<file path="src/ed_map.svh">
// Purpose: addresses, field positions, reset values and timing counts
// Assumes: 32-bit apb data, one aligned word per register
// Notes: values in 0.1 s units where a wait time is held
`ifndef ED_MAP_SVH
`define ED_MAP_SVH
// ==========================================================
// register byte offsets
`define ED_OFS_MODE 12'h000
`define ED_OFS_SPEED 12'h004
`define ED_OFS_LIMIT 12'h008
`define ED_OFS_WAIT 12'h00C
`define ED_OFS_GEN 12'h010
`define ED_OFS_GWAIT 12'h014
`define ED_OFS_STATUS 12'h018
// ==========================================================
// general config fields
`define ED_GEN_CNT_LSB 0
`define ED_GEN_SEL_LSB 8
`define ED_GEN_FB_LSB 12
`define ED_GEN_PM_BIT 20
// ==========================================================
// reset values and setting limits
`define ED_RST_MODE 14'h270F
`define ED_RST_SPEED 16'h0000
`define ED_RST_LIMIT 14'h0001
`define ED_RST_WAIT 14'h270F
`define ED_RST_GEN 21'h000000
`define ED_RST_GWAIT 14'h000A
`define ED_SETTING_OFF 14'h270F
`define ED_LIMIT_MAX 14'h00C8
`define ED_BYPASS_CAP 14'h00C8
`define ED_WAIT_MIN 14'h0001
`define ED_WAIT_MAX 14'h1770
// ==========================================================
// timing
`define ED_CLK_HZ 200000000
`define ED_HOLD_S 3
`define ED_TICK_MS 100
`endif

</file>
<file path="src/ed_pkg.sv">
// Purpose: types shared by the emergency drive files
// Assumes: mode setting held as a binary value 0..9999
// Notes: decode_mode is used on writes and while running
package ed_pkg;
  // ==========================================================
  // enumerations
  typedef enum logic [2:0] {
    ST_NORMAL, ST_ACTIVE, ST_WAIT, ST_SHUTOFF, ST_BYPASS
  } ed_state_t;
  typedef enum logic [1:0] {
    RE_SHUTOFF, RE_RETRY_OFF, RE_RETRY_BYPASS, RE_BYPASS
  } reaction_t;
  typedef enum logic [1:0] {ME_NORMAL, ME_FIXED, ME_PID} method_t;
  // ==========================================================
  // carriers
  typedef struct packed {
    logic legal;
    logic disabled;
    reaction_t react;
    method_t meth;
    logic reverse;
  } mode_t;
  typedef struct packed {
    logic run;
    logic reverse;
    logic [15:0] freq;
  } drive_t;
  typedef struct packed {
    logic psel;
    logic penable;
    logic pwrite;
    logic [11:0] paddr;
    logic [31:0] pwdata;
  } apb_req_t;
  typedef struct packed {
    logic [31:0] prdata;
    logic pready;
    logic pslverr;
  } apb_rsp_t;
  typedef struct packed {
    ed_state_t st;
    logic [13:0] mode;
    logic [15:0] speed;
    logic [13:0] limit;
    logic [13:0] wait_t;
    logic [20:0] gen;
    logic [13:0] gwait;
    logic [7:0] retries;
    drive_t drive;
    logic pid_en;
    logic shutoff;
    logic bypass;
    logic retry_pulse;
    logic active;
    logic alarm;
    logic suppress;
    logic tmr_start;
    logic [13:0] tmr_load;
    apb_rsp_t rsp;
  } ctl_t;
  // ==========================================================
  // mode setting decode
  function automatic mode_t decode_mode(input logic [13:0] v);
    logic [13:0] h;
    logic [13:0] lo;
    mode_t m;
    h = v / 14'h0064;
    lo = v - 14'(h * 14'h0064);
    m.disabled = (v == 14'h270F);
    m.react = RE_SHUTOFF;
    m.meth = ME_NORMAL;
    m.reverse = 1'b0;
    m.legal = 1'b0;
    unique case (h)
      14'h0001: m.react = RE_SHUTOFF;
      14'h0002: m.react = RE_RETRY_OFF;
      14'h0003: m.react = RE_RETRY_BYPASS;
      default: m.react = RE_BYPASS;
    endcase
    unique case (lo)
      14'h0000: m.meth = ME_NORMAL;
      14'h000B, 14'h000C: m.meth = ME_FIXED;
      default: m.meth = ME_PID;
    endcase
    m.reverse = (lo == 14'h000C) || (lo == 14'h0016);
    if ((h >= 14'h0002) && (h <= 14'h0004)) begin
      m.legal = (lo == 14'h0000) || (lo == 14'h000B) ||
                (lo == 14'h000C) || (lo == 14'h0015) ||
                (lo == 14'h0016);
    end
    if (h == 14'h0001) begin
      m.legal = (lo == 14'h0000);
    end
    if (m.disabled) begin
      m.legal = 1'b1;
    end
    return m;
  endfunction : decode_mode
endpackage : ed_pkg

</file>
<file path="src/emergency_drive_mode_control.sv">
// Purpose: emergency drive mode decode, fault reaction and drive steering
// Assumes: fault and request inputs synchronous to SYS_CLK
// Notes: emergency drive is left only through RESET
`timescale 1ns/100ps
`include "ed_map.svh"
module emergency_drive_mode_control #(
  parameter int unsigned HOLD_CYCLES = `ED_HOLD_S * `ED_CLK_HZ,
  parameter int unsigned TICK_CYCLES = `ED_TICK_MS * (`ED_CLK_HZ / 1000)
) (
  // clock and reset
  input wire logic SYS_CLK,
  input wire logic RESET,
  // register bus
  input wire ed_pkg::apb_req_t APB_REQ,
  output ed_pkg::apb_rsp_t APB_RSP,
  // request and fault sources
  input wire logic EMERGENCY_REQUEST_IN,
  input wire logic FAULT_IN,
  input wire logic FAULT_RETRY_OK,
  // normal commands and pid result
  input wire ed_pkg::drive_t NORMAL_CMD,
  input wire logic [15:0] PID_FREQ_IN,
  // drive side
  output ed_pkg::drive_t DRIVE_CMD,
  output logic PID_ENABLE,
  output logic [15:0] PID_SETPOINT,
  output logic [7:0] PID_FB_SEL,
  output logic OUTPUT_SHUTOFF,
  output logic BYPASS_REQUEST,
  output logic RETRY_RESET,
  output logic FAULT_SHUTOFF_SUPPRESS,
  // status
  output logic EMERGENCY_ACTIVE_OUT,
  output logic FAULT_ALARM_OUT
);
  localparam ed_pkg::ctl_t CTL_RST = '{
    st: ed_pkg::ST_NORMAL,
    mode: `ED_RST_MODE,
    speed: `ED_RST_SPEED,
    limit: `ED_RST_LIMIT,
    wait_t: `ED_RST_WAIT,
    gen: `ED_RST_GEN,
    gwait: `ED_RST_GWAIT,
    default: '0
  };

  ed_pkg::ctl_t s_q;
  ed_pkg::ctl_t s_d;
  logic held;
  logic tmr_done;

  // ==========================================================
  // helpers
  ed_request_qualifier #(
    .HOLD_CYCLES(HOLD_CYCLES)
  ) u_qual (
    .clk(SYS_CLK),
    .rst(RESET),
    .enable(!ed_pkg::decode_mode(s_q.mode).disabled),
    .req(EMERGENCY_REQUEST_IN),
    .held(held)
  );

  ed_retry_timer #(
    .TICK_CYCLES(TICK_CYCLES)
  ) u_tmr (
    .clk(SYS_CLK),
    .rst(RESET),
    .start(s_q.tmr_start),
    .load(s_q.tmr_load),
    .done(tmr_done)
  );

  // ==========================================================
  // next state
  always_comb begin
    ed_pkg::mode_t m;
    ed_pkg::mode_t wm;
    logic wr;
    logic lim_hit;
    logic pm;
    logic [7:0] gcnt;
    logic [3:0] gsel;
    logic [13:0] lim14;
    ed_pkg::ed_state_t mains_st;
    m = ed_pkg::decode_mode(s_q.mode);
    wm = ed_pkg::decode_mode(APB_REQ.pwdata[13:0]);
    wr = 1'b0;
    lim_hit = 1'b0;
    pm = s_q.gen[`ED_GEN_PM_BIT];
    gcnt = s_q.gen[`ED_GEN_CNT_LSB +: 8];
    gsel = s_q.gen[`ED_GEN_SEL_LSB +: 4];
    lim14 = {6'h00, s_q.retries};
    mains_st = ed_pkg::ST_BYPASS;
    s_d = s_q;
    s_d.retry_pulse = 1'b0;
    s_d.tmr_start = 1'b0;

    // ----- bus: answer one cycle after setup, no wait states
    s_d.rsp.pready = APB_REQ.psel && !APB_REQ.penable;
    wr = APB_REQ.psel && APB_REQ.penable && s_q.rsp.pready &&
         APB_REQ.pwrite;
    if (APB_REQ.psel && !APB_REQ.penable) begin
      s_d.rsp.prdata = 32'h00000000;
      s_d.rsp.pslverr = 1'b0;
      unique case (APB_REQ.paddr)
        `ED_OFS_MODE: s_d.rsp.prdata[13:0] = s_q.mode;
        `ED_OFS_SPEED: s_d.rsp.prdata[15:0] = s_q.speed;
        `ED_OFS_LIMIT: s_d.rsp.prdata[13:0] = s_q.limit;
        `ED_OFS_WAIT: s_d.rsp.prdata[13:0] = s_q.wait_t;
        `ED_OFS_GEN: s_d.rsp.prdata[20:0] = s_q.gen;
        `ED_OFS_GWAIT: s_d.rsp.prdata[13:0] = s_q.gwait;
        `ED_OFS_STATUS: begin
          s_d.rsp.prdata[0] = s_q.active;
          s_d.rsp.prdata[1] = s_q.st == ed_pkg::ST_WAIT;
          s_d.rsp.prdata[2] = s_q.shutoff;
          s_d.rsp.prdata[3] = s_q.bypass;
          s_d.rsp.prdata[4] = s_q.alarm;
          s_d.rsp.prdata[15:8] = s_q.retries;
        end
        default: s_d.rsp.pslverr = 1'b1;
      endcase
    end

    // ----- bus writes; out-of-range values leave the setting alone, except that mode and gwait check only bits 13:0 and speed and gen are never checked
    if (wr) begin
      unique case (APB_REQ.paddr)
        `ED_OFS_MODE: begin
          if (wm.legal) begin
            s_d.mode = APB_REQ.pwdata[13:0];
          end
        end
        `ED_OFS_SPEED: s_d.speed = APB_REQ.pwdata[15:0];
        `ED_OFS_LIMIT: begin
          if ((APB_REQ.pwdata[13:0] >= 14'h0001 &&
               APB_REQ.pwdata[13:0] <= `ED_LIMIT_MAX &&
               APB_REQ.pwdata[31:14] == 18'h00000) ||
              APB_REQ.pwdata == 32'h0000270F) begin
            s_d.limit = APB_REQ.pwdata[13:0];
          end
        end
        `ED_OFS_WAIT: begin
          if ((APB_REQ.pwdata[13:0] >= `ED_WAIT_MIN &&
               APB_REQ.pwdata[13:0] <= `ED_WAIT_MAX &&
               APB_REQ.pwdata[31:14] == 18'h00000) ||
              APB_REQ.pwdata == 32'h0000270F) begin
            s_d.wait_t = APB_REQ.pwdata[13:0];
          end
        end
        `ED_OFS_GEN: s_d.gen = APB_REQ.pwdata[20:0];
        `ED_OFS_GWAIT: begin
          if (APB_REQ.pwdata[13:0] >= `ED_WAIT_MIN &&
              APB_REQ.pwdata[13:0] <= `ED_WAIT_MAX) begin
            s_d.gwait = APB_REQ.pwdata[13:0];
          end
        end
        default: s_d.gen = s_q.gen;
      endcase
    end

    // ----- retry limit: 3xx unlimited caps at 200, 2xx never caps
    if (s_q.limit == `ED_SETTING_OFF) begin
      lim_hit = (m.react == ed_pkg::RE_RETRY_BYPASS) &&
                (lim14 >= `ED_BYPASS_CAP);
    end else begin
      lim_hit = lim14 >= s_q.limit;
    end
    mains_st = pm ? ed_pkg::ST_SHUTOFF : ed_pkg::ST_BYPASS;

    // ----- emergency sequence
    unique case (s_q.st)
      ed_pkg::ST_NORMAL: begin
        if (held && !m.disabled) begin
          s_d.st = ed_pkg::ST_ACTIVE;
          s_d.shutoff = 1'b0;
          s_d.retries = 8'h00;
        end else if (FAULT_IN) begin
          // outside emergency the general select still applies
          if (gsel != 4'h0 && gcnt != 8'h00 && FAULT_RETRY_OK) begin
            s_d.retry_pulse = 1'b1;
          end else begin
            s_d.shutoff = 1'b1;
          end
        end
      end
      ed_pkg::ST_ACTIVE: begin
        if (FAULT_IN) begin
          unique case (m.react)
            ed_pkg::RE_SHUTOFF: s_d.st = ed_pkg::ST_SHUTOFF;
            ed_pkg::RE_BYPASS: s_d.st = mains_st;
            default: begin
              // general select not consulted here
              if (!FAULT_RETRY_OK || lim_hit) begin
                s_d.st = (m.react == ed_pkg::RE_RETRY_OFF) ?
                         ed_pkg::ST_SHUTOFF : mains_st;
              end else begin
                s_d.st = ed_pkg::ST_WAIT;
                s_d.tmr_start = 1'b1;
                s_d.tmr_load = (s_q.wait_t == `ED_SETTING_OFF) ?
                               s_q.gwait : s_q.wait_t;
                if (s_q.retries != 8'hFF) begin
                  s_d.retries = s_q.retries + 8'h01;
                end
              end
            end
          endcase
        end
      end
      ed_pkg::ST_WAIT: begin
        // faults while the output is already off are not counted
        if (tmr_done) begin
          s_d.st = ed_pkg::ST_ACTIVE;
          s_d.retry_pulse = 1'b1;
        end
      end
      ed_pkg::ST_SHUTOFF: s_d.st = ed_pkg::ST_SHUTOFF;
      ed_pkg::ST_BYPASS: s_d.st = ed_pkg::ST_BYPASS;
      default: s_d.st = ed_pkg::ST_SHUTOFF;
    endcase

    // ----- outputs from the state being entered
    s_d.active = s_d.st != ed_pkg::ST_NORMAL;
    s_d.bypass = s_d.st == ed_pkg::ST_BYPASS;
    if (s_d.st == ed_pkg::ST_SHUTOFF) begin
      s_d.shutoff = 1'b1;
    end
    s_d.pid_en = 1'b0;
    s_d.suppress = 1'b0;
    s_d.drive = NORMAL_CMD;
    if (s_d.st == ed_pkg::ST_ACTIVE) begin
      unique case (m.meth)
        ed_pkg::ME_NORMAL: begin
          s_d.drive = NORMAL_CMD;
          s_d.suppress = 1'b1;
        end
        ed_pkg::ME_FIXED: begin
          s_d.drive.run = 1'b1;
          s_d.drive.reverse = m.reverse;
          s_d.drive.freq = s_q.speed;
        end
        default: begin
          s_d.pid_en = 1'b1;
          s_d.drive.run = 1'b1;
          s_d.drive.reverse = m.reverse;
          s_d.drive.freq = PID_FREQ_IN;
        end
      endcase
    end else if (s_d.st != ed_pkg::ST_NORMAL || s_d.shutoff) begin
      s_d.drive.run = 1'b0;
      s_d.drive.freq = 16'h0000;
    end
    if (s_d.st == ed_pkg::ST_WAIT) begin
      s_d.suppress = 1'b1;
    end

    // ----- alarm held off entirely when general count is zero
    s_d.alarm = (gcnt != 8'h00) &&
                (s_d.shutoff || s_d.bypass);
  end

  // ==========================================================
  // state register
  always_ff @(posedge SYS_CLK) begin
    if (RESET) begin
      s_q <= CTL_RST;
    end else begin
      s_q <= s_d;
    end
  end

  // ==========================================================
  // outputs, all straight from s_q
  assign APB_RSP = s_q.rsp;
  assign DRIVE_CMD = s_q.drive;
  assign PID_ENABLE = s_q.pid_en;
  assign PID_SETPOINT = s_q.speed;
  assign PID_FB_SEL = s_q.gen[`ED_GEN_FB_LSB +: 8];
  assign OUTPUT_SHUTOFF = s_q.shutoff;
  assign BYPASS_REQUEST = s_q.bypass;
  assign RETRY_RESET = s_q.retry_pulse;
  assign FAULT_SHUTOFF_SUPPRESS = s_q.suppress;
  assign EMERGENCY_ACTIVE_OUT = s_q.active;
  assign FAULT_ALARM_OUT = s_q.alarm;
endmodule : emergency_drive_mode_control

</file>
<file path="src/ed_request_qualifier.sv">
// Purpose: qualify the emergency request by a continuous hold time
// Assumes: request is synchronous to the clock
// Notes: any drop of the request restarts the hold count
`timescale 1ns/100ps
`include "ed_map.svh"
module ed_request_qualifier #(
  parameter int unsigned HOLD_CYCLES = `ED_HOLD_S * `ED_CLK_HZ
) (
  // clock and reset
  input wire logic clk,
  input wire logic rst,
  // request
  input wire logic enable,
  input wire logic req,
  output logic held
);
  typedef struct packed {
    logic [29:0] cnt;
    logic held;
  } qual_t;
  qual_t s_q;
  qual_t s_d;
  // ==========================================================
  // hold counter
  always_comb begin
    s_d = s_q;
    if (!enable || !req) begin
      s_d.cnt = '0;
      s_d.held = 1'b0;
    end else if (s_q.cnt >= 30'(HOLD_CYCLES - 1)) begin
      s_d.held = 1'b1;
    end else begin
      s_d.cnt = s_q.cnt + 30'h00000001;
    end
  end
  always_ff @(posedge clk) begin
    if (rst) begin
      s_q <= '0;
    end else begin
      s_q <= s_d;
    end
  end
  assign held = s_q.held;
endmodule : ed_request_qualifier

</file>
<file path="src/ed_retry_timer.sv">
// Purpose: retry wait timer counted in 0.1 s ticks
// Assumes: start is a one-cycle pulse, load at least one tick
// Notes: a new start while busy restarts the wait
`timescale 1ns/100ps
`include "ed_map.svh"
module ed_retry_timer #(
  parameter int unsigned TICK_CYCLES = `ED_TICK_MS * (`ED_CLK_HZ / 1000)
) (
  // clock and reset
  input wire logic clk,
  input wire logic rst,
  // control
  input wire logic start,
  input wire logic [13:0] load,
  output logic done
);
  typedef struct packed {
    logic [24:0] pre;
    logic [13:0] left;
    logic busy;
    logic done;
  } tmr_t;
  tmr_t s_q;
  tmr_t s_d;
  // ==========================================================
  // prescaler and tick countdown
  always_comb begin
    s_d = s_q;
    s_d.done = 1'b0;
    if (start) begin
      s_d.pre = '0;
      s_d.left = load;
      s_d.busy = 1'b1;
    end else if (s_q.busy) begin
      if (s_q.pre >= 25'(TICK_CYCLES - 1)) begin
        s_d.pre = '0;
        if (s_q.left <= 14'h0001) begin
          s_d.busy = 1'b0;
          s_d.done = 1'b1;
        end else begin
          s_d.left = s_q.left - 14'h0001;
        end
      end else begin
        s_d.pre = s_q.pre + 25'h0000001;
      end
    end
  end
  always_ff @(posedge clk) begin
    if (rst) begin
      s_q <= '0;
    end else begin
      s_q <= s_d;
    end
  end
  assign done = s_q.done;
endmodule : ed_retry_timer

</file>
<file path="config.mk">
export PLATFORM = sky130hd
export DESIGN_NAME = emergency_drive_mode_control
export DESIGN_NICKNAME = d
export VERILOG_FILES = /design/src/ed_pkg.sv /design/src/emergency_drive_mode_control.sv /design/src/ed_request_qualifier.sv /design/src/ed_retry_timer.sv
export VERILOG_INCLUDE_DIRS = /design/src
export SDC_FILE = /design/constraint.sdc
export NUM_CORES = 1
export LEC_CHECK = 0
export ABC_AREA = 1
export BUFFER_PORTS_ARGS = -buffer_cell sky130_fd_sc_hd__buf_2
export CAP_MARGIN = 20
export CORE_AREA = 10 10 213 215
export CTS_BUF_LIST = sky130_fd_sc_hd__clkbuf_4 sky130_fd_sc_hd__clkbuf_8 sky130_fd_sc_hd__clkbuf_16
export DETAILED_ROUTE_END_ITERATION = 10
export DIE_AREA = 0 0 223 225
export PLACE_DENSITY = 0.65
export RECOVER_POWER = 25
export SYNTH_ARGS = -nofsm -noshare
export SYNTH_HDL_FRONTEND = slang
export SYNTH_SLANG_ARGS = --single-unit
</file>
<file path="constraint.sdc">
create_clock -name SYS_CLK -period 11.35 [get_ports SYS_CLK]
set_input_delay 1.7025 -clock SYS_CLK [delete_from_list [all_inputs] [get_ports SYS_CLK]]
set_output_delay 1.7025 -clock SYS_CLK [all_outputs]
set_load 0.02 [all_outputs]
</file>
# Word-level counts from Yosys, hierarchy flattened
# Cells that the tools add are included.
[op_classes] div=2 eq_ne=40 reduce_logical=60 order_cmp=10 n_bitwise=7 n_addsub=6 multipliers=2 muxes=54
[ops] operator="$mux W16" count=4
[ops] operator="$eq A14 B14 Y1 const B" count=4
[ops] operator="$eq A14 B4 Y1 const B" count=4
[ops] operator="$eq A14 B5 Y1 const B" count=3
[ops] operator="$pmux W6 S7" count=1
[ops] operator="$mux W8" count=5
[ops] operator="$eq A12 B5 Y1 const B" count=3
[ops] operator="$pmux W18 S2" count=1
[ops] operator="$pmux W5 S7" count=1
[ops] operator="$eq A32 B14 Y1 const B" count=1
[ops] operator="$add A30 B1 Y30 const B" count=1
[ops] operator="$ge A30 B30 Y1 const B" count=1
[ops] operator="$mux W15" count=2
[ops] operator="$div A14 B7 Y14 const B" count=2
[ops] operator="$eq A14 B1 Y1 const B" count=2
[ops] operator="$eq A14 B2 Y1 const B" count=2
[ops] operator="$logic_not A14 Y1" count=2
[ops] operator="$mul A14 B5 Y12 const B" count=2
[ops] operator="$mux W14" count=2
[ops] operator="$sub A14 B14 Y14" count=2
[ops] operator="$add A25 B1 Y25 const B" count=1
[ops] operator="$ge A25 B25 Y1 const B" count=1
[ops] operator="$mux W25" count=1
[ops] operator="$eq A12 B4 Y1 const B" count=2
[ops] operator="other kinds (49)" count=131
[totals] word_cells=210 output_inout_bits=83 regBits=239 inputBits=86

# Logic depth before layout (Yosys ltp)
# Gate-level depths: netlist (run 1).
[depth] depth_word=16 depth_mapped=70 depth_no_buf=69

# By module
# Synthesis (run 1) repeated with hierarchy kept, for this count alone.
[unflattened] hier_cells=2582 area_unflattened_um2=17276.6
[modules_own_cells] module="emergency_drive_mode_control" area_each_um2=12330.6 n_inst=1 seq_area_each_um2=3343.2 cells_per_inst=1760
[modules_own_cells] module="ed_retry_timer" area_each_um2=2740.1 n_inst=1 seq_area_each_um2=820.8 cells_per_inst=454
[modules_own_cells] module="ed_request_qualifier" area_each_um2=2205.9 n_inst=1 seq_area_each_um2=620.6 cells_per_inst=368

# Worst setup path before layout (run 1)
# Ideal clock, no wire load.
[synth_path] path_type="input port to flip-flop" start="in APB_REQ[10] in the netlist's numbering" end="reg s_q[168] in the netlist's numbering" path_slack_ns=3.077 arrival_time_ns=8.159 n_path_buf=2 stages=59 setup_time_ns=0.114 required_ns=11.236 path_cell_list="buf_6 -> nor2_2 -> nand2_1 -> nand2_2 -> nand2_2 -> inv_2 -> nand3_4 -> nand2_4 -> nand2_1 -> nand2_2 -> nor2_4 -> nand2_4 -> nand2_4 -> nand2_1 -> nand2_2 -> nor2_2 -> nand2_2 -> nand3_1 -> [... 23 more ...] -> nand2_1 -> xnor2_1 -> ha_1 -> a21oi_1 -> nand2_1 -> a21oi_1 -> o21ai_0 -> nand2_1 -> o21ai_0 -> nor3_1 -> o2111ai_1 -> a211oi_1 -> nand2_2 -> nand2_4 -> nand2_2 -> buf_6 -> nor2_1 -> nor2_2"
[synth_between] elab_chain_len=12 word_cells_on_any_way=21 cone_classes="add/sub: 1; mul: 1; div: 1; order compare: 2; eq/ne: 6; mux: 3; reduce/logical: 7"
[synth_lines] item="start: declaration" line_no="emergency_drive_mode_control.sv:14" text="input wire ed_pkg::apb_req_t APB_REQ,"
[synth_lines] item="$div A14 B7 Y14" line_no="ed_pkg.sv:67" text="h = v / 14'h0064;"
[synth_lines] item="$mul A14 B5 Y12" line_no="ed_pkg.sv:68" text="lo = v - 14'(h * 14'h0064);"
[synth_lines] item="$sub A14 B14 Y14" line_no="ed_pkg.sv:68"
[synth_lines] item="$eq A14 B4 Y1 / $logic_not A14 Y1 (equally long branches)"
[synth_lines] item="$logic_or A1 B1 Y1 (2 in a row)" line_no="ed_pkg.sv:87" text="m.legal = (lo == 14'h0000) || (lo == 14'h000B) ||"
[synth_lines] item="$logic_or A1 B1 Y1 (2 in a row)" line_no="ed_pkg.sv:88" text="(lo == 14'h000C) || (lo == 14'h0015) ||"
[synth_lines] item="$mux W1" line_no="ed_pkg.sv:86" text="if ((h >= 14'h0002) && (h <= 14'h0004)) begin"
[synth_lines] item="$mux W1" line_no="ed_pkg.sv:91" text="if (h == 14'h0001) begin"
[synth_lines] item="$mux W1 *" line_no="ed_pkg.sv:94" text="if (m.disabled) begin"
[synth_lines] item="$reduce_and A3 Y1 (no source line) *"
[synth_lines] item="end signal: assignment" line_no="emergency_drive_mode_control.sv:265" text="s_q <= CTL_RST;"
[synth_lines] item="end signal: assignment" line_no="emergency_drive_mode_control.sv:267" text="s_q <= s_d;"
[synth_lines] item="end: declaration" line_no="emergency_drive_mode_control.sv:47" text="ed_pkg::ctl_t s_q;"
# Mark *: on every way between the ends. The rest lies on a longest branch, timed or not.
# A chain may end at the register's enable or synchronous reset.

# Final worst setup path (run 1)
[layout_path] start="reg s_q[171] in the netlist's numbering" end="reg s_q (netlist bit DRIVE_CMD[13])"
[layout_between] elab_chain_len=16 word_cells_on_any_way=40 cone_classes="add/sub: 1; mul: 1; div: 1; eq/ne: 12; mux: 15; reduce/logical: 10"
[layout_lines] item="parallel branches: the longest is 15 deep, another holds $div A14 B7 Y14"
[layout_lines] item="$mux W16 *" line_no="emergency_drive_mode_control.sv:230" text="if (s_d.st == ed_pkg::ST_ACTIVE) begin"
# Mark *: on every way between the ends.

==> summary.md, run 1 <==
| Metric | Value |
|---|---|
| Routed wl met2 | 25.1 mm |
| Path depth of the worst reg2reg path | 62 |
| Clock transition at the registers of the reported paths | around 0.07 ns |
| Leak pwr | approximately 0.0079 µW |
| RSZ-0062 raised after global routing | no |
| Peak supply drop | about 1.2 mV |
| Fin worst setup slack | between 2 and 2.5 ns |
| Sink of the worst hold path | APB_RSP[19] |
| Total GRT Usage | 20.4% |
| Clock Skew | between 0.01 and 0.015 ns |
| Distinct cell type count after synthesis | between 50 and 60 |
| CTS Buffer Depth | 3 |
| 1st-pass router iterations | 7 |
| Ys flop type | dfxtp_1 |
| Util after Layout | a little over two fifths |
| CP Capture Type | register |
| WL met3 | around 3.2 mm |
| CTS Hold Buffers Added | 0 |
| DRT antenna net count | 0 |
| Synth area leaders | dfxtp_1 (29%), nand2_1 (8.8%), ha_1 (8.1%) |
| Syn_area_per_cell | between 6 and 7 µm² |
| Reg2reg setup slack | around 2.1 ns |
| DR WL/cell | 18.1 µm |
| Top layer in use | met5 |
| Final hold violation count | 0 |
| Share of cells above drive strength 1 | 10.3% |
| Vias | 16.0k |
| Max Cap Viol | 1 |
| Post-CTS resize count | 0 |
| Die width | about 220 µm |
| Final wirelength | 53.9 mm |
| Top cells by count, synth | nand2_1 (382), inv_1 (335), dfxtp_1 (239) |
| Post-synth top area cell | dfxtp_1 |
| Die height | about 230 µm |
| Row count | 75 |
| Final setup TNS | 0 ns |
| EDFF count, synth | 0 |
| Tightest Hold Check Type | register to register |
| CTS HTree Levels | 1 |
| Status | finished, violations left |
| Synthesized flop and latch total | approximately 240 |
| Initial antenna violation count | 2 |
| Syn Inst Count | between 2k and 2.5k |
| Pre-CTS setup slack | 1.73 ns |
| WP data required | approximately 12 ns |
| Worst skew pair latency | between 0.5 and 0.6 ns |
| Post-Synth XOR/XNOR Area | 3.07% |
| Synth-to-Final Area Change | 10.4% |
| Iteration-0 DRC Markers | approximately 1.5k |
| Fill count | between 4k and 5k |
| Compound-cell area share of the yosys netlist | 18.2% |
| Pwr Density | ~250 nW/µm² |
| Mux cell area share after synthesis | 0% |
| GP Congestion | ~1.0 |
| Failing checks | capacitance limit, slew limit |
| Post-synthesis adder-cell area fraction | a little under a tenth |
| Critical R2R Capture | DRIVE_CMD[13] |
| Cts bufs inserted | 28 |
| Die area | between 50000 and 60000 µm² |
| Port Buffers | about 160 |
| Actual slew at the worst max-slew pin | about 2.7 ns |
| Worst hold start | APB_RSP[19] |
| Pins Over Slew Limit | 53 |
| CP max FO | 16 |
| Vias per cell | roughly 5.4 |
| Crit path DAT | around 10 ns |
| Drc violations | 0 |
| Period utilisation layout | between 80% and 90% |
| Final Setup Violations | 0 |
| Root Driver | clkbuf_16 |
| Top-count cell post-synth | nand2_1 |
| Initial core utilization | around two fifths |
| CORE AREA | around 41000 µm² |
| First-pass GRT wire length | about 83 mm |
| Vias in the first global route | 14.9k |
| Number of I/O pins | around 170 |
| NumNets Final | 2619 |
| Fin Hold WS | ~0.46 ns |
| Synth Area in Simple Gates | between 20% and 30% |
| Seq/Total Area, Yosys | between 20 and 30% |
| Area after DPL | 16900 µm² |
| CTS tree | built |
| Worst Hold Depth | 2 |
| Largest family of logic cells by synthesized area | simple AND/OR/NAND/NOR gates |
| Slew headroom | -78.3% |
| Post-CTS Setup Bufs | 0 |
| # clock sinks | approximately 240 |
| Synth Warn # | 0 |
| M1 wire length | 23.6 mm |
| Critical path type | register to register |
| Reg2reg start | s_q[171] |
| Largest net degree at the start of global routing | just over 60 |
| Async SR Flop Fraction | 0% |
| Cell Area, Synth | 16200 µm² |
| CP peak stage delay | around 0.47 ns |
| Post-DP HPWL | between 40 and 50 mm |
| Top cell type's share of synthesized area | roughly 29% |
| Startpoint Class | register |
| Min Clock Period, post-route | 9.26 ns |
| Crit-path slowest cell | fa_1 |
| Final Cell Area | around 18000 µm² |
| FMAX | between 100 and 150 MHz |
| Gr ovfl total | 0 |
==> per-layer routing <==
layer | vias to the layer above | GRT usage (%)
met5 | - | 0
met2 | 521 | 34.2
met4 | 2 | 7.72
met1 | 7470 | 25.9
li1 | 7939 | -
met3 | 112 | 2.96
==> worst max path at each step <==
| stage | from | to | depth (start not counted) |
|---|---|---|---|
| floorplan | APB_REQ[10] | s_q[168] | 59 |
| global placement | APB_REQ[12] | s_q[172] | 59 |
| detailed placement | APB_REQ[12] | s_q[172] | 59 |
| CTS | s_q[172] | DRIVE_CMD[12] | 61 |
| global route | s_q[171] | DRIVE_CMD[0] | 62 |
| finish | s_q[171] | DRIVE_CMD[13] | 62 |
==> registers in the layout, summed over array words and instances, names as in the netlist, 8 cells and up <==
register	count
DRIVE_CMD	18
u_qual.s_q	30
APB_RSP	23
PID_FB_SEL	8
u_tmr.s_q	40
s_q	95
PID_SETPOINT	16
==> placed cells by master (no fill, tap or decap), types with 7 or more instances in the layout <==
cell type	n
a31oi_1	21
or2_2	9
xnor2_1	20
ha_1	105
nor4_1	30
nand2_4	12
nor2_1	197
nand3_2	8
nand2_2	36
o41ai_1	11
o21ai_0	157
nor2_2	11
nor3_1	57
nand2_1	382
a221oi_1	8
conb_1	11
xor2_1	37
fa_1	8
o211ai_1	43
buf_2	85
clkbuf_1	73
buf_4	7
a211oi_1	23
dfxtp_1	239
o22ai_1	28
clkbuf_16	28
nand4_1	47
nand3_1	128
inv_1	335
inv_2	18
a21oi_1	182
==> worst max-delay path: cells and delay by family, from the launching register on <==
family | cells | cell delay (ns)
and+or+nand+nor | 40 | 4.62
buffers and inverters | 8 | 0.96
xor gates and xnor gates | 3 | 0.57
adders and majority gates | 5 | 1.55
DFF | 1 | 0.46
AOI/OAI and AO/OA | 6 | 1.02
==> cells by family after synthesis <==
family                   count (synthesis)
other                                    1
buffers and inverters                  498
AND/OR/NAND/NOR                        937
flip-flops                             239
XOR/XNOR                                57
adder cells (fa/ha/maj)                113
AO/OA/AOI/OAI                          511
==> stage by stage <==
step           power [µW]  std cells
3_3_place_gp         3300       2926
6_report             4400       2981
5_1_grt              4820       2980
4_1_cts              4400       2977
2_1_floorplan        2920       2366
3_5_place_dp         3380       2926
==> cell type report <==
type	count	area, µm²	area share (%)
antenna	1	2.50	0.0140
clock buffer	38	813	4.54
clock inverter	13	226	1.26
inverter	355	1330	7.43
multi-input combinational	1629	9320	52.0
sequential	239	4780	26.7
tap	539	674	3.76
timing repair buffer	167	774	4.32
==> report_power, final <==
part / internal, µW / leakage [µW] / switching [µW] / total (µW)
Sequential: 870 / 0.00193 / 14.9 / 885
Clock: 617 / 0.000505 / 392 / 1010
Combinational: 1000 / 0.00551 / 1500 / 2510
Power figures use the tool's default switching activity.
==> inputs of run 2 (changes only) <==
- clock period: 11.35 -> 8.9 ns (I/O delays scaled with it)
==> run 2 against run 1 <==
Net effect: the run still ends with capacitance limit, slew limit left; non-clock buffer count up 44; critical path type is now input port to register; sequential power up 28%; routed wire length up 1.4%.
==> summary.md, run 2 (same netlist as run 1, synthesis figures left out) <==
| Metric | Value |
|---|---|
| CP Capture Type | register (unchanged) |
| Peak supply drop | 1.40 mV (was 1.18 mV) |
| GP Congestion | 0.986 (was 1.01) |
| FF+latch area | 4790 µm² (was 4780 µm²) |
| Initial core utilization | 39.2% (unchanged) |
| FMAX | 121 MHz |
| Gate power share | 60.5% (was 57.0%) |
| Pins Over Slew Limit | 79 (was 53) |
| Gr ovfl total | 0 (unchanged) |
| Die height | 225 µm (unchanged) |
| Slew headroom | -81.3% (was -78.3%) |
| DRT antenna net count | 0 (unchanged) |
| Die width | 223 µm (unchanged) |
| Sink of the worst hold path | s_q[142] (was APB_RSP[19]) |
| Synth-to-Final Area Change | 13.3% (was 10.4%) |
| Status | finished, violations left (unchanged) |
| # placed instances | 2958 (was 2926) |
| Internal power | 3410 µW (was 2490 µW) |
| Worst skew pair latency | 0.58 ns (was 0.59 ns) |
| Most common cell after layout, fill and taps aside | nand2_1 (unchanged) |
| Critical R2R Capture | DRIVE_CMD[1] (was DRIVE_CMD[13]) |
| DR WL/cell | 18.1 µm (about the same) |
| Row count | 75 (unchanged) |
| Most frequent cells in the layout | nand2_1 (376), inv_1 (333), dfxtp_1 (237), nor2_1 (191), a21oi_1 (178) (was nand2_1 (382), inv_1 (335), dfxtp_1 (239), nor2_1 (197), a21oi_1 (182)) |
| NumNets Final | 2665 (was 2619) |
| Final Non-Filler Cells | 3028 (was 2981) |
| Max Cap Viol | 2 (was 1) |
| Reg2reg start | s_q[172] (was s_q[171]) |
| Final wirelength | 54.7 mm (was 53.9 mm) |
| Min Clock Period, post-route | roughly 8 ns |
| Largest registers | s_q: 95 flops, u_tmr.s_q: 40 flops, u_qual.s_q: 30 flops (unchanged) |
| Cts bufs inserted | 28 (unchanged) |
| Path depth of the worst reg2reg path | 61 (was 62) |
| CP peak stage delay | 0.47 ns (about the same) |
| Vias per cell | 5.33 (was 5.38) |
| Iteration-0 DRC Markers | 1282 (was 1542) |
| CTS tree | built (unchanged) |
| Tightest Hold Check Type | register to register (unchanged) |
| CTS Hold Buffers Added | 0 (unchanged) |
| Area occupied by multi-input gates | 9480 µm² (was 9320 µm²) |
| Worst hold start | s_q[142] (was APB_RSP[19]) |
| Largest register by flop count | s_q (unchanged) |
| Initial antenna violation count | 1 (was 2) |
| CTS Buffer Depth | 3 (unchanged) |
| Fill count | 4294 (was 4309) |
| Total GRT Usage | 20.7% (was 20.4%) |
| Post-DP HPWL | 42.6 mm (was 41.4 mm) |
| Util after Layout | 44.5% (was 43.3%) |
| Reg2reg setup slack | 0.67 ns (was 2.09 ns) |
| Final Setup Violations | 0 (unchanged) |
| Die area | 50200 µm² (unchanged) |
| Worst Hold Depth | 2 (unchanged) |
| Number of I/O pins | 169 (unchanged) |
| Root Driver | clkbuf_16 (unchanged) |
| Sequential share of power | 18.9% (was 20.1%) |
| Design Power | 5970 µW (was 4400 µW) |
| Final hold violation count | 0 (unchanged) |
| Vias in the first global route | 15.3k (was 14.9k) |
| Port Buffers | 157 (unchanged) |
| First-pass GRT wire length | 84.1 mm (was 82.9 mm) |
| Switching Fraction | 43.0% (was 43.4%) |
| CTS HTree Levels | 1 (unchanged) |
| CP top delay family | simple AND/OR/NAND/NOR gates (unchanged) |
| Failing checks | capacitance limit, slew limit (unchanged) |
| Crit-path slowest cell | fa_1 (unchanged) |
| Largest net degree at the start of global routing | 68 (was 61) |
| Startpoint Class | input port (was register) |
| CP max FO | 20 (was 16) |
| Clock Skew | 0.0267 ns (was 0.0113 ns) |
| Share of cells above drive strength 1 | 13.3% (was 10.3%) |
| Vias | 16.2k (was 16.0k) |
| CORE AREA | 41400 µm² (unchanged) |
| Clock transition at the registers of the reported paths | 0.06 ns (was 0.07 ns) |
| 1st-pass router iterations | 5 (was 7) |
| Share of power burned in the clock network | 20.6% (was 22.9%) |
| WP data required | 9.39 ns (was 11.87 ns) |
| Period utilisation layout | 92.6% |
| Max FFs per register | 95 (unchanged) |
| Drc violations | 0 (unchanged) |
| WP buf/inv | 4 (was 8) |
| Leak pwr | 0.00819 µW (was 0.00795 µW) |
| Critical path type | input port to register (was register to register) |
| Pwr Density | 325 nW/µm² (was 245 nW/µm²) |
| Psw | 2560 µW (was 1910 µW) |
| # clock sinks | 239 (unchanged) |
| Crit path DAT | 8.74 ns (was 9.78 ns) |
| Actual slew at the worst max-slew pin | 2.72 ns (was 2.67 ns) |
## run 2: what timing repair did
| action | in CTS | in global routing |
|---|---|---|
| resized for setup | 6 | 43 |
| pin swaps | 1 | 13 |
| endpoints found under the setup margin | 17 | 34 |
| setup buffers | 1 | 12 |
| cloned | 0 | 2 |
## run 2: layout make-up
cell class                      count  area share, %
Tap cell                          539           3.67
Clock inverter                     19           1.26
Sequential cell                   239           26.0
Antenna cell                        1         0.0136
Timing Repair Buffer              211           6.09
Inverter                          355           7.28
Timing Repair inverter              1         0.0340
Clock buffer                       33           4.11
Multi-Input combinational cell   1630           51.5
## run 2: metrics by stage
stage               area, µm²  hold WS (ns)  TNS (ns)  worst slack (ns)
floorplan               16300         0.436         0             0.995
global placement        17200         0.446     -1.67            -0.165
detailed placement      17200         0.451     -5.10            -0.385
CTS                     18200         0.461         0            0.0958
global route            18400         0.487    -0.481           -0.0603
finish                  18400         0.464         0             0.657
## run 2: layer usage
| metal | vias up | part of all wire [%] | global-route usage (%) | routed length [µm] |
|---|---|---|---|---|
| li1 | 8034 | - | - | - |
| met1 | 7587 | 44 | 26.1 | 23900 |
| met2 | 445 | 47 | 35.3 | 25900 |
| met3 | 86 | 5.6 | 2.85 | 3060 |
| met4 | 0 | 3.3 | 6.97 | 1820 |
| met5 | - | 0 | 0 | 0 |
## run 2: worst reg2reg max path: cells and delay by family, from the launching register on
| kind | cells | cell delay [ns] |
|---|---|---|
| simple gates | 38 | 3.99 |
| buf+inv | 7 | 0.55 |
| xor+xnor | 3 | 0.64 |
| fa+ha+maj | 5 | 1.56 |
| compound gates | 8 | 1.07 |
| flops | 1 | 0.37 |
## run 2: power groups by stage
| stage | logic [µW] | clock network, µW | registers (µW) |
|---|---|---|---|
| detailed placement | 3520 | 0 | 1150 |
| global placement | 3420 | 0 | 1150 |
| floorplan | 2570 | 0 | 1150 |
| CTS | 3550 | 1250 | 1130 |
| finish | 3610 | 1230 | 1130 |
| global route | 4100 | 1290 | 1130 |
## run 2: worst max-delay path by stage
| stage | start | to | slack, ns | cells after the start |
|---|---|---|---|---|
| 3_3_place_gp | s_q[172] | DRIVE_CMD[5] | -0.16 | 62 |
| 4_1_cts | s_q[172] | DRIVE_CMD[12] | 0.1 | 62 |
| 2_1_floorplan | APB_REQ[10] | s_q[168] | 0.99 | 59 |
| 3_5_place_dp | s_q[172] | DRIVE_CMD[5] | -0.38 | 60 |
| 6_report | APB_REQ[12] | s_q[173] | 0.66 | 56 |
| 5_1_grt | s_q[170] | DRIVE_CMD[12] | -0.06 | 61 |
==> inputs of run 3 (changes only) <==
- PLACE_DENSITY: 0.65 -> unset
- PLACE_DENSITY_LB_ADDON: unset -> 0.25
- SETUP_SLACK_MARGIN: unset -> 0.5
==> run 3 against run 2 <==
Net effect: the flow still finishes with violations (capacitance limit, slew limit); non-clock buffer count is 51 higher; maximum frequency up 1.6%; via count is 2.1% higher; highest routed layer unchanged; critical endpoint is now DRIVE_CMD[5]; largest power group unchanged.
==> summary.md, run 3 (same netlist as run 1, synthesis figures left out) <==
| Metric | Value |
|---|---|
| Most frequent cells in the layout | nand2_1 (338), inv_1 (323), dfxtp_1 (235), nor2_1 (186), a21oi_1 (172) (was nand2_1 (376), inv_1 (333), dfxtp_1 (237), nor2_1 (191), a21oi_1 (178)) |
| Period utilisation layout | 91.2% (was 92.6%) |
| Cts bufs inserted | 28 (unchanged) |
| Initial core utilization | 39.2% (unchanged) |
| Gr ovfl total | 0 (unchanged) |
| Critical R2R Capture | DRIVE_CMD[5] (was DRIVE_CMD[1]) |
| Failing checks | capacitance limit, slew limit (unchanged) |
| Status | finished, violations left (unchanged) |
| Actual slew at the worst max-slew pin | 2.79 ns (was 2.72 ns) |
| Die height | 225 µm (unchanged) |
| Iteration-0 DRC Markers | 1343 (was 1282) |
| DR WL/cell | 18.3 µm (was 18.1 µm) |
| Final Setup Violations | 0 (unchanged) |
| Synth-to-Final Area Change | 21.3% (was 13.3%) |
| Final setup TNS | 0 ns (unchanged) |
| CTS HTree Levels | 1 (unchanged) |
| NumNets Final | 2717 (was 2665) |
| CORE AREA | 41400 µm² (unchanged) |
| FMAX | 123 MHz (was 121 MHz) |
| Most common cell after layout, fill and taps aside | nand2_1 (unchanged) |
| Path depth of the worst reg2reg path | 60 (was 61) |
| Startpoint Class | register (was input port) |
| Crit path DAT | 8.57 ns (was 8.74 ns) |
| Min Clock Period, post-route | 8.12 ns (was 8.24 ns) |
| Psw | 2760 µW (was 2560 µW) |
| Final wirelength | 56.3 mm (was 54.7 mm) |
| Initial antenna violation count | 1 (unchanged) |
| Share of cells above drive strength 1 | 18.9% (was 13.3%) |
| CP dominant cell by count | nand2_4 |
| Largest net degree at the start of global routing | 68 (unchanged) |
| Vias in the first global route | 15.0k (was 15.3k) |
| # clock sinks | 239 (unchanged) |
| Gate power share | 63.4% (was 60.5%) |
| Number of I/O pins | 169 (unchanged) |
| Clock Skew | 0.0109 ns (was 0.0267 ns) |
| Max FFs per register | 95 (unchanged) |
| GP Congestion | 0.985 (was 0.986) |
| First-pass GRT wire length | 83.2 mm (was 84.1 mm) |
| DRT antenna net count | 0 (unchanged) |
| Max Cap Viol | 1 (was 2) |
| Row count | 75 (unchanged) |
| Fill count | 4157 (was 4294) |
| Vias | 16.5k (was 16.2k) |
| Reg2reg setup slack | 0.78 ns (was 0.67 ns) |
| Port Buffers | 157 (unchanged) |
| Share of power burned in the clock network | 19.1% (was 20.6%) |
| N_diodes | 0 (was 1) |
| Area occupied by multi-input gates | 10300 µm² (was 9480 µm²) |
| Worst Setup SP | s_q[172] (was APB_REQ[12]) |
| Switching Fraction | 43.0% (about the same) |
| Pins Over Slew Limit | 53 (was 79) |
| Drc violations | 0 (unchanged) |
| Leak pwr | 0.00861 µW (was 0.00819 µW) |
| # placed instances | 2943 (was 2958) |
| Die width | 223 µm (unchanged) |
| CP max FO | 8 (was 20) |
| Sequential share of power | 17.5% (was 18.9%) |
| Vias per cell | 5.36 (was 5.33) |
| WP data required | 9.36 ns (was 9.39 ns) |
| Slew headroom | -86.1% (was -81.3%) |
| Pwr Density | 326 nW/µm² (was 325 nW/µm²) |
| CTS Buffer Depth | 3 (unchanged) |
| Clock transition at the registers of the reported paths | 0.06 ns (about the same) |
| RSZ-0062 raised after global routing | no |
| 1st-pass router iterations | 5 (unchanged) |
| Reg2reg start | s_q[172] (unchanged) |
| Total GRT Usage | 20.4% (was 20.7%) |
| Worst hold start | s_q[143] (was s_q[142]) |
| Critical path type | register to register (was input port to register) |
| CP peak stage delay | 0.52 ns (was 0.47 ns) |
| Tightest Hold Check Type | register to register (unchanged) |
| CP Capture Type | register (unchanged) |
| Peak supply drop | 1.53 mV (was 1.40 mV) |
| Final hold violation count | 0 (unchanged) |
| Crit-path slowest cell | fa_1 (unchanged) |
| FF+latch area | 4800 µm² (was 4790 µm²) |
| Largest registers | s_q: 95 flops, u_tmr.s_q: 40 flops, u_qual.s_q: 30 flops (unchanged) |
| Root Driver | clkbuf_16 (unchanged) |
| Crit path to | DRIVE_CMD[5] (was s_q[173]) |
| Largest register by flop count | s_q (unchanged) |
| Worst skew pair latency | 0.58 ns (about the same) |
| Post-DP HPWL | 42.2 mm (was 42.6 mm) |
| Internal power | 3670 µW (was 3410 µW) |
| Final Non-Filler Cells | 3078 (was 3028) |
| CTS tree | built (unchanged) |
| Die area | 50200 µm² (unchanged) |
==> run 3: cell types whose count changed in the layout (fill, tap and decap cells not counted), moves of 13 or more <==
cell	change
buf_4	+42
nand3_1	-17
nand2_8	+14
nand3_4	+13
nand2_4	+17
nand2_1	-38
==> run 3: worst max-delay path: cells and delay by family (launching register included) <==
kind | cells | cell delay [ns]
compound gates | 6 | 1.07
xor+xnor | 3 | 0.56
fa+ha+maj | 5 | 1.39
buf+inv | 9 | 0.87
flops | 1 | 0.37
simple gates | 37 | 3.67
==> run 3: through the flow <==
stage / power, µW / hold slack [ns] / instance area [µm²] / setup slack [ns] / util [%]
after floorplan: 3720 / 0.436 / 16300 / 0.995 / -
after global placement: 4310 / 0.446 / 17100 / -0.334 / 41.2
after detailed placement: 4350 / 0.454 / 17100 / -0.426 / 41.3
after CTS: 5610 / 0.463 / 18300 / 0.495 / 44.1
after global routing: 6990 / 0.474 / 19700 / 0.226 / 47.6
final: 6430 / 0.461 / 19700 / 0.785 / 47.6
==> run 3: repair_timing <==
action / CTS / global route
gates resized for setup: 28 / 221
hold buffers: 0 / 0
buffers inserted: 8 / 71
cloned: 1 / 2
endpoints found under the hold margin: 0 / 0
setup endpoints to repair: 20 / 34
pin swaps: 6 / 116
==> run 3: layout make-up <==
type / instances / area share, %
sequential: 239 / 24.4
timing repair inverter: 1 / 0.0381
timing repair buffer: 262 / 8.11
inverter: 355 / 6.92
tap: 539 / 3.42
clock inverter: 16 / 1.11
clock buffer: 35 / 3.92
multi-input combinational: 1631 / 52.1
==> run 3: worst min-delay path by stage <==
stage,end,cells after the start
after floorplan,s_q[142],2
after global placement,s_q[142],2
after detailed placement,s_q[143],2
after CTS,s_q[142],2
after global routing,s_q[142],2
final,s_q[143],2
==> run 3: power by group through the flow <==
stage | Clock [µW] | Combinational (µW) | Sequential (µW)
floorplan | 0 | 2570 | 1150
global placement | 0 | 3160 | 1150
detailed placement | 0 | 3200 | 1150
CTS | 1250 | 3240 | 1120
global route | 1290 | 4570 | 1130
finish | 1230 | 4070 | 1130
==> run 3: routing by layer <==
metal	wire (µm)	GRT usage (%)	share of wire, %
met5	0	0	0
met3	2780	2.32	4.9
met4	2100	8.28	3.7
met1	24400	26.2	43
met2	27000	34.2	48
